<file path="config.mk">
export PLATFORM = sky130hd
export DESIGN_NAME = ccm_top
export DESIGN_NICKNAME = d
export VERILOG_FILES = /design/src/ccm_pkg.sv /design/src/ccm_chan_if.sv /design/src/ccm_channel.sv /design/src/ccm_top.sv
export SDC_FILE = /design/constraint.sdc
export NUM_CORES = 1
export LEC_CHECK = 0
export BUFFER_PORTS_ARGS = -buffer_cell sky130_fd_sc_hd__buf_2
export CAP_MARGIN = 20
export CORE_MARGIN = 2
export CORE_UTILIZATION = 64
export DETAILED_ROUTE_END_ITERATION = 10
export PLACE_DENSITY = 0.88
export SLEW_MARGIN = 25
export SYNTH_ARGS = -nofsm -noshare
export SYNTH_HDL_FRONTEND = slang
export SYNTH_SLANG_ARGS = --single-unit
</file>
<file path="constraint.sdc">
create_clock -name clk_in -period 5.1 [get_ports clk_in]
set_input_delay 0.255 -clock clk_in [delete_from_list [all_inputs] [get_ports clk_in]]
set_output_delay 0.255 -clock clk_in [all_outputs]
set_load 0.05 [all_outputs]
</file>
<file path="src/ccm_pkg.sv">
// Notes on behaviour
// - With PWM on, bit 7 picks full 16-bit PWM, else shared 8 to 11-bit.
// - Comparator works only while mode bit 6 is set.
// - Rising-edge capture on the pin only while mode bit 5 is set.
// - Falling-edge capture on the pin only while mode bit 4 is set.
// - With bit 3 set, a counter match sets the module flag.
// - With bit 2 set, each counter match inverts the module output pin.
// - Bits 2 and 1 together select frequency output mode.
// - Six 8-bit RW mode registers: 0xda..0xde for modules 0-4, 0xce for 5, page 0.
// - With bit 1 set and bit 2 clear, the module drives a PWM waveform on its pin.
// - Flag raises an interrupt request only while bit 0 is set.
// - While the watchdog is enabled, writes to module 5 mode are ignored.
package ccm_pkg;
  localparam int          NUM_MODULES    = 6;
  localparam int          CNT_W          = 16;
  localparam logic [3:0]  MODE_PAGE      = 4'h0;
  localparam logic [7:0]  ADDR_MODE_M0   = 8'hda;
  localparam logic [7:0]  ADDR_MODE_M1   = 8'hdb;
  localparam logic [7:0]  ADDR_MODE_M2   = 8'hdc;
  localparam logic [7:0]  ADDR_MODE_M3   = 8'hdd;
  localparam logic [7:0]  ADDR_MODE_M4   = 8'hde;
  localparam logic [7:0]  ADDR_MODE_M5   = 8'hce;
  localparam logic [7:0]  MODE_RESET     = 8'h00;
  localparam logic [7:0]  RDATA_UNMAPPED = 8'h00;
  localparam int          WDOG_MODULE    = 5;
  localparam int          BIT_WIDE_PWM   = 7;
  localparam int          BIT_COMP_EN    = 6;
  localparam int          BIT_RISE_CAP   = 5;
  localparam int          BIT_FALL_CAP   = 4;
  localparam int          BIT_MATCH_FLAG = 3;
  localparam int          BIT_TOGGLE     = 2;
  localparam int          BIT_PWM        = 1;
  localparam int          BIT_FLAG_IRQ   = 0;
  localparam int          SHORT_PWM_BASE = 8;
  localparam logic [15:0] CCR_RESET      = 16'h0000;

  typedef enum logic [3:0] {
    OUT_IDLE   = 4'b0001,
    OUT_TOGGLE = 4'b0010,
    OUT_PWM    = 4'b0100,
    OUT_FREQ   = 4'b1000
  } out_mode_t;

  function automatic logic [7:0] mode_addr(input int idx);
    case (idx)
      0:       mode_addr = ADDR_MODE_M0;
      1:       mode_addr = ADDR_MODE_M1;
      2:       mode_addr = ADDR_MODE_M2;
      3:       mode_addr = ADDR_MODE_M3;
      4:       mode_addr = ADDR_MODE_M4;
      default: mode_addr = ADDR_MODE_M5;
    endcase
  endfunction
endpackage

</file>
<file path="src/ccm_chan_if.sv">
`timescale 1ns/1ps
interface ccm_chan_if;
  logic [7:0]  mode;
  logic [15:0] counter;
  logic        tick;
  logic [1:0]  cycle_sel;
  logic        pin_in;
  logic        ccr_wr;
  logic [15:0] ccr_wdata;
  logic        flag_clr;
  logic        flag;
  logic        irq;
  logic        pin_out;
  logic        pin_oe_n;
  logic [15:0] ccr;

  modport top  (output mode, counter, tick, cycle_sel, pin_in, ccr_wr, ccr_wdata, flag_clr,
                input  flag, irq, pin_out, pin_oe_n, ccr);
  modport chan (input  mode, counter, tick, cycle_sel, pin_in, ccr_wr, ccr_wdata, flag_clr,
                output flag, irq, pin_out, pin_oe_n, ccr);
endinterface

</file>
<file path="src/ccm_channel.sv">
`timescale 1ns/1ps
module ccm_channel (
  input  wire logic clk_in,
  input  wire logic resetn_in,
  input  wire logic ce_in,
  ccm_chan_if.chan  io
);
  import ccm_pkg::*;

  logic        pin_prev;
  logic        next_pin_prev;
  logic [15:0] next_ccr;
  logic        next_flag;
  logic        next_irq;
  logic        next_pin_out;
  logic        next_pin_oe_n;
  logic [15:0] mask;
  logic        rise;
  logic        fall;
  logic        capture;
  logic        match;
  out_mode_t   out_mode;

  always_comb begin
    // Shared short PWM only compares the low 8..11 counter bits
    if (io.mode[BIT_PWM] && !io.mode[BIT_WIDE_PWM])
      mask = 16'hffff >> (5'd16 - 5'(SHORT_PWM_BASE) - 5'(io.cycle_sel));
    else
      mask = 16'hffff;
    rise    = io.mode[BIT_RISE_CAP] & io.pin_in & ~pin_prev;
    fall    = io.mode[BIT_FALL_CAP] & ~io.pin_in & pin_prev;
    capture = rise | fall;
    match   = io.tick & io.mode[BIT_COMP_EN] & (((io.counter ^ io.ccr) & mask) == 16'h0000);
    case ({io.mode[BIT_TOGGLE], io.mode[BIT_PWM]})
      2'b11:   out_mode = OUT_FREQ;
      2'b01:   out_mode = OUT_PWM;
      2'b10:   out_mode = OUT_TOGGLE;
      default: out_mode = OUT_IDLE;
    endcase
  end

  always_comb begin
    next_pin_prev = io.pin_in;
    next_pin_out  = io.pin_out;
    next_pin_oe_n = 1'b0;
    next_ccr      = io.ccr;
    if (io.ccr_wr)
      next_ccr = io.ccr_wdata;
    // Capture beats a same-cycle software load so no edge is lost
    if (capture)
      next_ccr = io.counter;
    case (out_mode)
      OUT_IDLE: begin
        next_pin_oe_n = 1'b1;
      end
      OUT_TOGGLE: begin
        if (match)
          next_pin_out = ~io.pin_out;
      end
      OUT_PWM: begin
        if (!io.mode[BIT_COMP_EN])
          next_pin_out = 1'b0;
        else if (io.tick)
          next_pin_out = (io.counter & mask) >= (io.ccr & mask);
      end
      OUT_FREQ: begin
        // Low byte steps by the high byte, giving a fixed half period per match
        if (match) begin
          next_pin_out  = ~io.pin_out;
          next_ccr[7:0] = io.ccr[7:0] + io.ccr[15:8];
        end
      end
      default: begin
        next_pin_oe_n = 1'b1;
      end
    endcase
    // A new event wins over a same-cycle clear
    next_flag = capture | (match & io.mode[BIT_MATCH_FLAG]) | (io.flag & ~io.flag_clr);
    next_irq  = next_flag & io.mode[BIT_FLAG_IRQ];
  end

  always_ff @(posedge clk_in or negedge resetn_in) begin
    if (!resetn_in) begin
      pin_prev    <= 1'b0;
      io.ccr      <= CCR_RESET;
      io.flag     <= 1'b0;
      io.irq      <= 1'b0;
      io.pin_out  <= 1'b0;
      io.pin_oe_n <= 1'b1;
    end else if (ce_in) begin
      pin_prev    <= next_pin_prev;
      io.ccr      <= next_ccr;
      io.flag     <= next_flag;
      io.irq      <= next_irq;
      io.pin_out  <= next_pin_out;
      io.pin_oe_n <= next_pin_oe_n;
    end
  end
endmodule

</file>
<file path="src/ccm_top.sv">
`timescale 1ns/1ps
module ccm_top (
  input  wire logic                 clk_in,
  input  wire logic                 resetn_in,
  input  wire logic                 ce_in,
  input  wire logic [7:0]           sfr_addr_in,
  input  wire logic [3:0]           sfr_page_in,
  input  wire logic                 sfr_wr_in,
  input  wire logic                 sfr_rd_in,
  input  wire logic [7:0]           sfr_wdata_in,
  output      logic [7:0]           sfr_rdata_out,
  input  wire logic                 watchdog_enable_in,
  input  wire logic [15:0]          counter_in,
  input  wire logic                 counter_tick_in,
  input  wire logic [1:0]           cycle_sel_in,
  input  wire logic [5:0]           module_io_pin_in,
  input  wire logic [5:0]           ccr_wr_in,
  input  wire logic [15:0]          ccr_wdata_in,
  input  wire logic [5:0]           flag_clear_in,
  output      logic [5:0]           module_io_pin_out,
  output      logic [5:0]           module_io_pin_oe_n_out,
  output      logic [5:0]           capture_compare_flag_out,
  output      logic [5:0]           irq_req_out,
  output      logic [6*16-1:0]      capture_value_out
);
  import ccm_pkg::*;

  logic [7:0] mode      [NUM_MODULES];
  logic [7:0] next_mode [NUM_MODULES];
  logic [7:0] next_rdata;
  logic       page_ok;
  logic       hit;

  always_comb begin
    page_ok    = (sfr_page_in == MODE_PAGE);
    hit        = 1'b0;
    next_rdata = sfr_rdata_out;
    if (sfr_rd_in)
      next_rdata = RDATA_UNMAPPED;
    for (int i = 0; i < NUM_MODULES; i++) begin
      next_mode[i] = mode[i];
      if (page_ok && sfr_addr_in == mode_addr(i)) begin
        hit = 1'b1;
        if (sfr_rd_in)
          next_rdata = mode[i];
        // Watchdog owns module 5; its mode must not shift under it
        if (sfr_wr_in && !(i == WDOG_MODULE && watchdog_enable_in))
          next_mode[i] = sfr_wdata_in;
      end
    end
  end

  always_ff @(posedge clk_in or negedge resetn_in) begin
    if (!resetn_in) begin
      for (int i = 0; i < NUM_MODULES; i++)
        mode[i] <= MODE_RESET;
      sfr_rdata_out <= RDATA_UNMAPPED;
    end else if (ce_in) begin
      for (int i = 0; i < NUM_MODULES; i++)
        mode[i] <= next_mode[i];
      sfr_rdata_out <= next_rdata;
    end
  end

  genvar g;
  generate
    for (g = 0; g < NUM_MODULES; g++) begin : gen_chan
      ccm_chan_if chan ();
      assign chan.mode      = mode[g];
      assign chan.counter   = counter_in;
      assign chan.tick      = counter_tick_in;
      assign chan.cycle_sel = cycle_sel_in;
      assign chan.pin_in    = module_io_pin_in[g];
      assign chan.ccr_wr    = ccr_wr_in[g];
      assign chan.ccr_wdata = ccr_wdata_in;
      assign chan.flag_clr  = flag_clear_in[g];
      assign module_io_pin_out[g]        = chan.pin_out;
      assign module_io_pin_oe_n_out[g]   = chan.pin_oe_n;
      assign capture_compare_flag_out[g] = chan.flag;
      assign irq_req_out[g]              = chan.irq;
      assign capture_value_out[g*16 +: 16] = chan.ccr;
      ccm_channel u_chan (
        .clk_in    (clk_in),
        .resetn_in (resetn_in),
        .ce_in     (ce_in),
        .io        (chan.chan)
      );
    end
  endgenerate
endmodule

</file>
== Word level (Yosys, flattened, before mapping) ==
Cells that the tools add are included.

* Bits in registers: 182
* Input port bits: 79
* Output and inout port bits: 128
* Logic and storage cells: 385

* Add/sub/neg operators: 7
* Order comparisons: 6
* Eq/ne operators: 54
* Shift-type cells: 1
* Muxes and demuxes: 79
* Bitwise logic cells: 120
* Reductions and logical operators: 69

{| class="wikitable"
|+ Operators with widths
! operator !! count
|-
| $and 16x16->16 || 18
|-
| $mux 16 || 18
|-
| $mux 8 || 25
|-
| $ge 16x16->1 || 6
|-
| $logic_not 16->1 || 6
|-
| $xor 16x16->16 || 6
|-
| $pmux 4 s3 || 6
|-
| $and 1x1->1 || 54
|-
| $add 8x8->8 || 6
|-
| $eq 8x8->1 const B || 6
|-
| $eq 2x2->1 const B || 12
|-
| $eq 4x2->1 const B || 6
|-
| $eq 4x3->1 const B || 6
|-
| $eq 4x4->1 const B || 6
|-
| $mux 1 || 24
|-
| $not 1->1 || 24
|-
| $reduce_and 4->1 || 6
|-
| $reduce_bool 2->1 || 12
|-
| $ne 3x3->1 const B || 6
|-
| $or 1x1->1 || 18
|-
| $reduce_and 3->1 || 6
|-
| $reduce_or 3->1 || 6
|-
| $shr 16x5->16 const A || 1
|-
| $logic_and 1x1->1 || 13
|-
| other kinds (8) || 39
|}

== Logic depth before layout (Yosys ltp) ==
Gate-level depths: netlist of run 1.

* Depth after elaboration: 13
* Mapped depth: 13
* Gate-level depth less buffers: 11

== Hierarchy ==
A second synthesis of run 1 with hierarchy kept.

* Cells, all modules: 1,851
* Area total of the unflattened synthesis: 16,129.2 µm²

{| class="wikitable"
|+ By module, submodules not included
! module !! times used !! cells an instance !! area an instance (µm²) !! sequential area each (µm²)
|-
| ccm_channel (gen_chan[0].u_chan ...) || 4 || 265 || 2,190.9 || 526.8
|-
| ccm_top || 1 || 260 || 3,009.1 || 1,401.3
|-
| ccm_channel (gen_chan[5].u_chan) || 1 || 263 || 2,180.8 || 526.8
|-
| ccm_channel (gen_chan[1].u_chan) || 1 || 268 || 2,175.8 || 526.8
|}

== Worst setup path after synthesis of run 1 ==
No wires, ideal clock.

* Path kind: flip-flop to flip-flop
* Start: register gen_chan[4].u_chan.io.ccr[1]
* End: register gen_chan[4].u_chan.io.ccr[1]
* Setup time: 0.078 ns
* Arrival time: 2.593 ns
* Required time: 5.022 ns
* Setup slack: 2.429 ns
* Stages on the path, launching flop included: 9
* Path buffers: 0
* Period minus slack after synthesis: 2.671 ns
* Path through: dfrtp_1 -> inv_1 -> ha_1 -> nand4_1 -> a2111oi_1 -> nand2_1 -> nor4_4 -> mux2_1 -> a21oi_1

* Cells in the longest elaborated chain, start to end: 6
* Elaborated cells between the ends (all ways): 9
* Classes of those cells: 1 x add/sub; 4 x mux; 3 x bitwise; 1 x reduce/logical

{| class="wikitable"
|+ RTL lines
! element !! line !! RTL
|-
| from (decl) || ccm_chan_if.sv:20 || <nowiki>output flag, irq, pin_out, pin_oe_n, ccr);</nowiki>
|-
| from (signal assigned) || ccm_channel.sv:92 || <nowiki>io.ccr <= next_ccr;</nowiki>
|-
| $xor 16x16->16 || ccm_channel.sv:33 || <nowiki>match = io.tick & io.mode[BIT_COMP_EN] & (((io.counter ^ io.ccr) & mask) == 16'h0000);</nowiki>
|-
| $and 16x16->16 || ccm_channel.sv:33 ||
|-
| $logic_not 16->1 || ccm_channel.sv:33 ||
|-
| $and 1x1->1 || ccm_channel.sv:33 ||
|-
| $mux 8 || ccm_channel.sv:68 || <nowiki>if (match) begin</nowiki>
|-
| $mux 8 (*) || ccm_channel.sv:52 || <nowiki>case (out_mode)</nowiki>
|}

Mark *: on every way between the ends. The rest lies on a longest branch, timed or not. The select of a mux whose other input is x is not followed.
A chain may end at the register's enable or synchronous reset.

== Final worst setup path of run 1 ==
* Start: input cycle_sel_in[0]
* End: register gen_chan[1].u_chan.io.pin_out

* Cells in the longest elaborated chain, start to end: 8
* Elaborated cells between the ends (all ways): 14
* Classes of those cells: 1 x add/sub; 1 x order compare; 1 x eq/ne; 1 x shift; 4 x mux; 4 x bitwise; 2 x reduce/logical

{| class="wikitable"
|+ RTL lines
! element !! line !! RTL
|-
| from (decl) || ccm_top.sv:15 || <nowiki>input wire logic [1:0] cycle_sel_in,</nowiki>
|-
| $sub 4x2->5 (*) || ccm_channel.sv:27 || <nowiki>mask = 16'hffff >> (5'd16 - 5'(SHORT_PWM_BASE) - 5'(io.cycle_sel));</nowiki>
|-
| $shr 16x5->16 (*) || ccm_channel.sv:27 ||
|-
| $mux 16 (*) || ccm_channel.sv:26 || <nowiki>if (io.mode[BIT_PWM] && !io.mode[BIT_WIDE_PWM])</nowiki>
|-
| $and 16x16->16, on equally long branches || ccm_channel.sv:64, ccm_channel.sv:33 ||
|-
| $ge 16x16->1 / $logic_not 16->1 (equally long branches) || ccm_channel.sv:64, ccm_channel.sv:33 ||
|-
| $mux 1 / $and 1x1->1 (equally long branches) || ccm_channel.sv:63, ccm_channel.sv:33 ||
|-
| $mux 1 / $ne 2x1->1 (equally long branches) || - ||
|-
| $pmux 1 s2 / $reduce_and 4->1 (equally long branches) || - ||
|-
| to (signal assigned) || ccm_channel.sv:95 || <nowiki>io.pin_out <= next_pin_out;</nowiki>
|-
| to (decl) || ccm_chan_if.sv:20 ||
|}

Marks and branches as above.

==> results.py, run 1 <==
metrics = {
    "synthesis": {
        "netlist_area_um2": 15600,
        "synth_warnings": 0,
        "async_flop_share_pct": 100,
        "yosys.area.top_type_share_pct": 28.2,
        "avgSynthCellArea_um2": 8.53,
        "synthesis.nets": 2053,
        "synthFlopType": "dfrtp_1",
        "synth-edff-count": 0,
        "ys_ff_latch": 182,
        "synth_cells": 1827,
        "ys_top_cells_by_count": "202 x nand2_1, 176 x dfrtp_1, 141 x ha_1",
        "synth-seq-area-share_pct": 29.3,
        "synth_cell_types": 73,
        "synth.largest_area_cell": "dfrtp_1",
        "yosysMostFrequentCell": "nand2_1",
        "synth_area_leaders": "dfrtp_1 28%, ha_1 11%, nand2_1 4.9%",
    },
    "worst_setup_path": {
        "startpoint_type": "input pin",
        "slowest_delay_ns": 0.73,
        "cpMaxStageDelayCell": "nor2_1",
        "worstSetupPathType": "in2reg",
        "cp_cell_sequence": "buf_2, inv_1, ha_1, nor2_1, buf_4, o21ai_0, ha_1, a21o_1, a21oi_1, nor2b_1, a2111oi_0, o31a_1, a211oi_2",
        "cpMostUsedCell": "ha_1",
        "cp.required_ns": 5.41,
        "crit_path_end_kind": "flip-flop",
        "critical_path.top_delay_family": "compound AO/OA/AOI/OAI gates",
        "crit_arrival_ns": 3.53,
        "crit_buf_inv": 3,
        "critPathMaxFanout": 17,
    },
    "floorplan": {
        "dieHeight_um": 160,
        "design.die.area_um2": 25600,
        "die_w_um": 160,
        "core_area_um2": 24100,
        "rows": 57,
        "start_util_pct": 64.7,
        "ios": 207,
    },
    "drt": {
        "vias_per_cell": 6.75,
        "remaining_drc_errors": 0,
        "avgRoutedWirePerCell_um": 23.4,
        "drt_first_pass_iters": 9,
        "dr_total_vias": 15400,
        "wl_mm": 53.2,
        "ant_nets": 0,
        "first_iter_violations": 1896,
    },
    "timing": {
        "finalMaxSlewViolations": 0,
        "finalClockSkew_ns": 0.0176,
        "period_share_pct": 63.1,
        "slew_headroom_pct": 36.2,
        "worst_slack_ns": 1.88,
        "fmax_mhz": 311,
        "grt_setup_unrepaired": "false",
        "finalHoldViolations": 0,
        "fin_crit_ns": 3.22,
        "setup_viol": 0,
        "fin_setup_tns_ns": 0,
        "worstMarginPinSlew_ns": 0.953,
    },
    "clocking": {
        "htree_levels": 4,
        "clk_pin_slew_ns": 0.08,
        "cts_made_buffers": 17,
        "cts_setup_buffers": 0,
        "cts_tree": "built",
        "cts.sinks": 182,
        "cts_buffer_depth": 2,
        "clkLatencyLatePin_ns": 0.45,
        "cts_resized": 0,
        "cts_root_buf": "clkbuf_16",
    },
    "grt": {
        "antenna_found_initial": 2,
        "grt_max_degree": 74,
        "grt_pass1_vias": 14700,
        "grt_usage_pct": 41.0,
        "grt_overflow_total": 0,
        "grt_pass1_wl_mm": 81.7,
    },
    "layout": {
        "fin_nets": 2164,
        "fin_util_pct": 71.0,
        "multi_input_comb_area_um2": 10200,
        "syn_to_final_growth_pct": 9.84,
        "register_area_um2": 4560,
        "layout-drive-gt1-share_pct": 17.1,
        "num-fill-cells": 1907,
    },
    "place": {
        "numPortBuffers": 206,
        "dp_hpwl_mm": 36.8,
        "pre_cts_slack_ns": 1.59,
        "gp_congestion": 0.993,
    },
    "power_and_ir_drop": {
        "p_per_area_nw_per_um2": 296,
        "ir_drop_mv": 0.204,
        "leakage_nw": 7.77,
    },
    "job": {
        "cap_viol_max_count": 0,
    },
    "status": {
        "status": "complete, no violations",
    },
    "worst_hold_path": {
        "holdCritPathClass": "in2reg",
    },
}
[cells by family after synthesis]
family / count (synthesis) / synth area share (%)
xor+xnor: 90 / 5.06
compound gates: 502 / 20.7
mux: 135 / 9.17
flops: 182 / 29.3
fa+ha+maj: 147 / 12.1
buf+inv: 204 / 5.78
simple gates: 567 / 17.9
[per-stage QoR]
step                      cell area (um^2)  power, mW  instances  hold slack, ns
after floorplan                      15600       3.18       1827         -0.0406
after global placement               16500       3.64       2242           0.264
after detailed placement             16500       3.71       2242           0.267
after CTS                            17100       5.02       2275          0.0865
after global routing                 17100       5.29       2276          0.0965
final                                17100       5.07       2276          0.0923
[layer usage]
metal	track usage, %	vias to the layer above	wire length (um)
met1	53.9	7290	20400
li1	-	6808	-
met5	0	-	0
met4	23.9	0	3510
met3	10.7	249	6930
met2	61.1	1017	22400
[layout by cell type, fill, tap and decap left out, types with 19 or more instances in the layout]
cell      count
a21oi_1     111
a22oi_1      38
and2_1       50
buf_2       204
dfrtp_1     176
ha_1        141
inv_1        78
mux2_2       59
mux2i_1      72
nand2_1     202
nand2b_1     21
nand3_1      37
nand4_1      20
nor2_1      128
nor2b_1      19
nor3_1       22
o211ai_1     23
o21a_1       27
o21ai_0     133
o22ai_1      21
xnor2_1      37
xor2_1       53
[final cells by class]
class                      count  share of cell area [%]
inverter                      79                    1.73
clock inverter                14                   0.767
sequential                   182                    26.6
multi-input combinational   1441                    59.3
antenna                        1                  0.0146
tap                          324                    2.37
timing repair buffer         217                    6.58
clock buffer                  18                    2.56
[power by group]
group	total (mW)	internal, mW	switching [mW]
logic	1.96	0.677	1.28
registers	1.78	1.56	0.214
clock network	1.33	0.660	0.671
[sequential cells by signal, summed over array words and instances, names as in the netlist]
signal	cells
gen_chan.u_chan.io.flag	6
gen_chan.u_chan.io.pin_oe_n	6
gen_chan.u_chan.io.ccr	96
gen_chan.u_chan.io.pin_out	6
sfr_rdata_out	8
gen_chan.chan.mode	48
gen_chan.u_chan.io.irq	6
gen_chan.u_chan.pin_prev	6
[final timing paths]
kind,startpoint,endpoint,slack (ns),cells after the start
worst min register to register,gen_chan[5].u_chan.io.pin_oe_n$_DFFE_PN1P_,gen_chan[5].u_chan.io.pin_oe_n$_DFFE_PN1P_,0.49,2
worst min-delay path,module_io_pin_in[5],gen_chan[5].u_chan.pin_prev$_DFFE_PN0P_,0.09,2
max in group asynchronous,resetn_in,gen_chan[1].u_chan.io.ccr[13]$_DFFE_PN0P_,3.41,3
min in group asynchronous,resetn_in,gen_chan[5].chan.mode[0]$_DFFE_PN0P_,0.35,2
worst max register to register,gen_chan[4].chan.mode[1]$_DFFE_PN0P_,gen_chan[4].u_chan.io.pin_out$_DFFE_PN0P_,2.02,6
worst max-delay path,cycle_sel_in[0],gen_chan[1].u_chan.io.pin_out$_DFFE_PN0P_,1.88,13
[timing repair]
item | CTS | global route
hold endpoints to repair | 53 | 0
hold buffers | 1 | 0
endpoints found under the setup margin | 0 | 0
No activity file was read; power rests on OpenSTA's default activity.
==> inputs of run 2 (changes only) <==
- CORE_UTILIZATION: 64 -> 60
- PLACE_DENSITY: 0.88 -> 0.84
- clock period: 5.1 -> 3.2 ns (I/O delays scaled with it)
==> run 2 against run 1 <==
Via count shrank 0.23%. Clock-buffer cell count is the same. Utilization shrank 3.5 points. Clock power grew 68%. Final area grew 1.6%. Hold slack lost 0.079 ns. Total power grew 62%. Flip-flop and latch count is the same. Global-route usage shrank 0.63 points. Critical path depth shrank 4. Critical path type is now reg2reg. Largest cell class unchanged. Highest routed layer is now met5.
==> results.py, run 2 (synthesized netlist as in run 1, its figures left out) <==
metrics = {
    "layout": {
        "num-fill-cells": 2106,
        "layout-drive-gt1-share_pct": 17.9,
        "largest_reg_flops": 96,
        "top_regs": "gen_chan.u_chan.io.ccr (96), gen_chan.chan.mode (48), sfr_rdata_out (8)",
        "n_antenna_cell": 0,
        "regMostFlops": "gen_chan.u_chan.io.ccr",
        "postLayoutCellArea_um2": 17400,
        "layout_common_cells": "204 x buf_2, 202 x nand2_1, 176 x dfrtp_1",
        "finalNonFillerCells": 2311,
        "syn_to_final_growth_pct": 11.6,
        "fin_nets": 2189,
        "fin_util_pct": 67.5,
        "final_common_cell": "buf_2",
    },
    "timing": {
        "slew_headroom_pct": 37.0,
        "fmax_mhz": 362,
        "grt_setup_unrepaired": "false",
        "period_share_pct": 86.4,
        "fin_setup_tns_ns": 0,
        "setup_viol": 0,
        "worstMarginPinSlew_ns": 0.944,
        "hold_ws_ns": 0.0138,
        "fin_crit_ns": 2.76,
        "finalClockSkew_ns": 0.0148,
        "worst_slack_ns": 0.435,
        "finalHoldViolations": 0,
        "finalMaxSlewViolations": 0,
    },
    "floorplan": {
        "design.die.area_um2": 27300,
        "core_area_um2": 25800,
        "dieHeight_um": 165,
        "die_w_um": 165,
        "rows": 59,
        "ios": 207,
        "start_util_pct": 60.5,
    },
    "drt": {
        "ant_nets": 0,
        "first_iter_violations": 1735,
        "drt_first_pass_iters": 6,
        "avgRoutedWirePerCell_um": 23.5,
        "wl_mm": 54.4,
        "remaining_drc_errors": 0,
        "vias_per_cell": 6.63,
        "dr_total_vias": 15300,
    },
    "clocking": {
        "htree_levels": 4,
        "cts_tree": "built",
        "cts_root_buf": "clkbuf_16",
        "cts_made_buffers": 17,
        "clk_pin_slew_ns": 0.08,
        "clkLatencyLatePin_ns": 0.46,
        "cts_buffer_depth": 2,
        "cts_setup_buffers": 0,
        "cts.sinks": 182,
    },
    "worst_setup_path": {
        "reg2reg_to": "gen_chan[2].u_chan.io.pin_out$_DFFE_PN0P_",
        "rr_startpoint": "gen_chan[2].chan.mode[1]$_DFFE_PN0P_",
        "worstSetupPathType": "reg2reg",
        "r2r_cells": 9,
        "critPathMaxFanout": 14,
        "crit_arrival_ns": 3.09,
        "ff2ff_setup_slack_ns": 0.44,
        "crit_path_end_kind": "flip-flop",
        "cp.required_ns": 3.52,
        "startpoint_type": "flip-flop",
    },
    "place": {
        "place_area_um2": 16700,
        "dp_cells": 2272,
        "gp_congestion": 0.962,
        "pre_cts_slack_ns": 0.496,
        "numPortBuffers": 206,
        "dp_hpwl_mm": 38.9,
    },
    "grt": {
        "antenna_found_initial": 1,
        "grt_pass1_vias": 14700,
        "grt_usage_pct": 40.3,
        "grt_max_degree": 121,
        "grt_pass1_wl_mm": 82.9,
        "grt_overflow_total": 0,
    },
    "power_and_ir_drop": {
        "clock_power_share_pct": 27.1,
        "p_int_mw": 4.67,
        "p_sw_share_pct": 43.1,
        "netSwitchingPower_mw": 3.54,
        "pwr-share-comb_pct": 38.3,
        "ir_drop_mv": 0.309,
        "leakage_nw": 7.93,
        "p_per_area_nw_per_um2": 472,
        "p_seq_share_pct": 34.6,
        "p_total_mw": 8.21,
    },
    "status": {
        "status": "complete, no violations",
    },
    "job": {
        "cap_viol_max_count": 0,
    },
    "worst_hold_path": {
        "min_from": "module_io_pin_in[2]",
        "hold_path_end": "gen_chan[2].u_chan.pin_prev$_DFFE_PN0P_",
        "hold_depth": 2,
        "holdCritPathClass": "in2reg",
    },
}
## run 2: cell types whose count changed in the layout (fill, tap and decap cells not counted), moves of 2 or more
cell           before  now
clkinvlp_4          5    1
inv_8               6    4
buf_12              0    2
dlygate4sd3_1       1    7
clkinv_8            0    5
buf_4              11   28
## run 2: cell type report
class	count	area [um^2]	share of cell area [%]
inverters	79	297	1.70
clock buffers	18	439	2.52
multi-input cells	1441	10200	58.3
clock inverters	14	176	1.01
flip-flops and latches	182	4560	26.2
well taps	335	419	2.41
repair buffers	242	1360	7.79
## run 2: how the worst max path moves through the flow
stage	slack, ns	start	endpoint	depth (start not counted)
after floorplan	0.53	gen_chan[4].u_chan.io.ccr[1]$_DFFE_PN0P_	gen_chan[4].u_chan.io.ccr[1]$_DFFE_PN0P_	8
after global placement	0.61	gen_chan[4].chan.mode[7]$_DFFE_PN0P_	gen_chan[4].u_chan.io.pin_out$_DFFE_PN0P_	8
after detailed placement	0.50	gen_chan[2].chan.mode[1]$_DFFE_PN0P_	gen_chan[2].u_chan.io.pin_out$_DFFE_PN0P_	9
after CTS	0.48	gen_chan[2].chan.mode[1]$_DFFE_PN0P_	gen_chan[2].u_chan.io.pin_out$_DFFE_PN0P_	9
after global routing	0.29	gen_chan[2].chan.mode[1]$_DFFE_PN0P_	gen_chan[2].u_chan.io.pin_out$_DFFE_PN0P_	9
final	0.44	gen_chan[2].chan.mode[1]$_DFFE_PN0P_	gen_chan[2].u_chan.io.pin_out$_DFFE_PN0P_	9
## run 2: what timing repair did
| action | in CTS | in global routing |
|---|---|---|
| hold buffers | 7 | 0 |
| resized for setup | 0 | 0 |
| hold endpoints to repair | 63 | 0 |
## run 2: per-layer routing
layer	global-route usage (%)	wire, um	part of all wire, %
met1	51.9	21000	39
met2	61.6	23600	43
met4	20.7	3070	5.7
met3	11.9	6770	12
met5	0	16	0.029
## run 2: worst max-delay path, stage by stage (launching register included)
cell and delay, ns:
dfrtp_1 0.52, nand2b_1 0.30, and2_1 0.26, ha_1 0.31, a21o_1 0.18, a21o_1 0.16, a21o_1 0.19, a2111oi_0 0.44
o41a_1 0.23, a211oi_1 0.05
## run 2: power groups by stage
| stage | clock (mW) | sequential [mW] | combinational [mW] |
|---|---|---|---|
| 2_1_floorplan | 0 | 3.34 | 1.73 |
| 5_1_grt | 2.31 | 2.86 | 3.44 |
| 4_1_cts | 2.22 | 2.82 | 3.10 |
| 6_report | 2.23 | 2.84 | 3.15 |
| 3_5_place_dp | 0 | 2.87 | 3.08 |
| 3_3_place_gp | 0 | 2.86 | 2.99 |
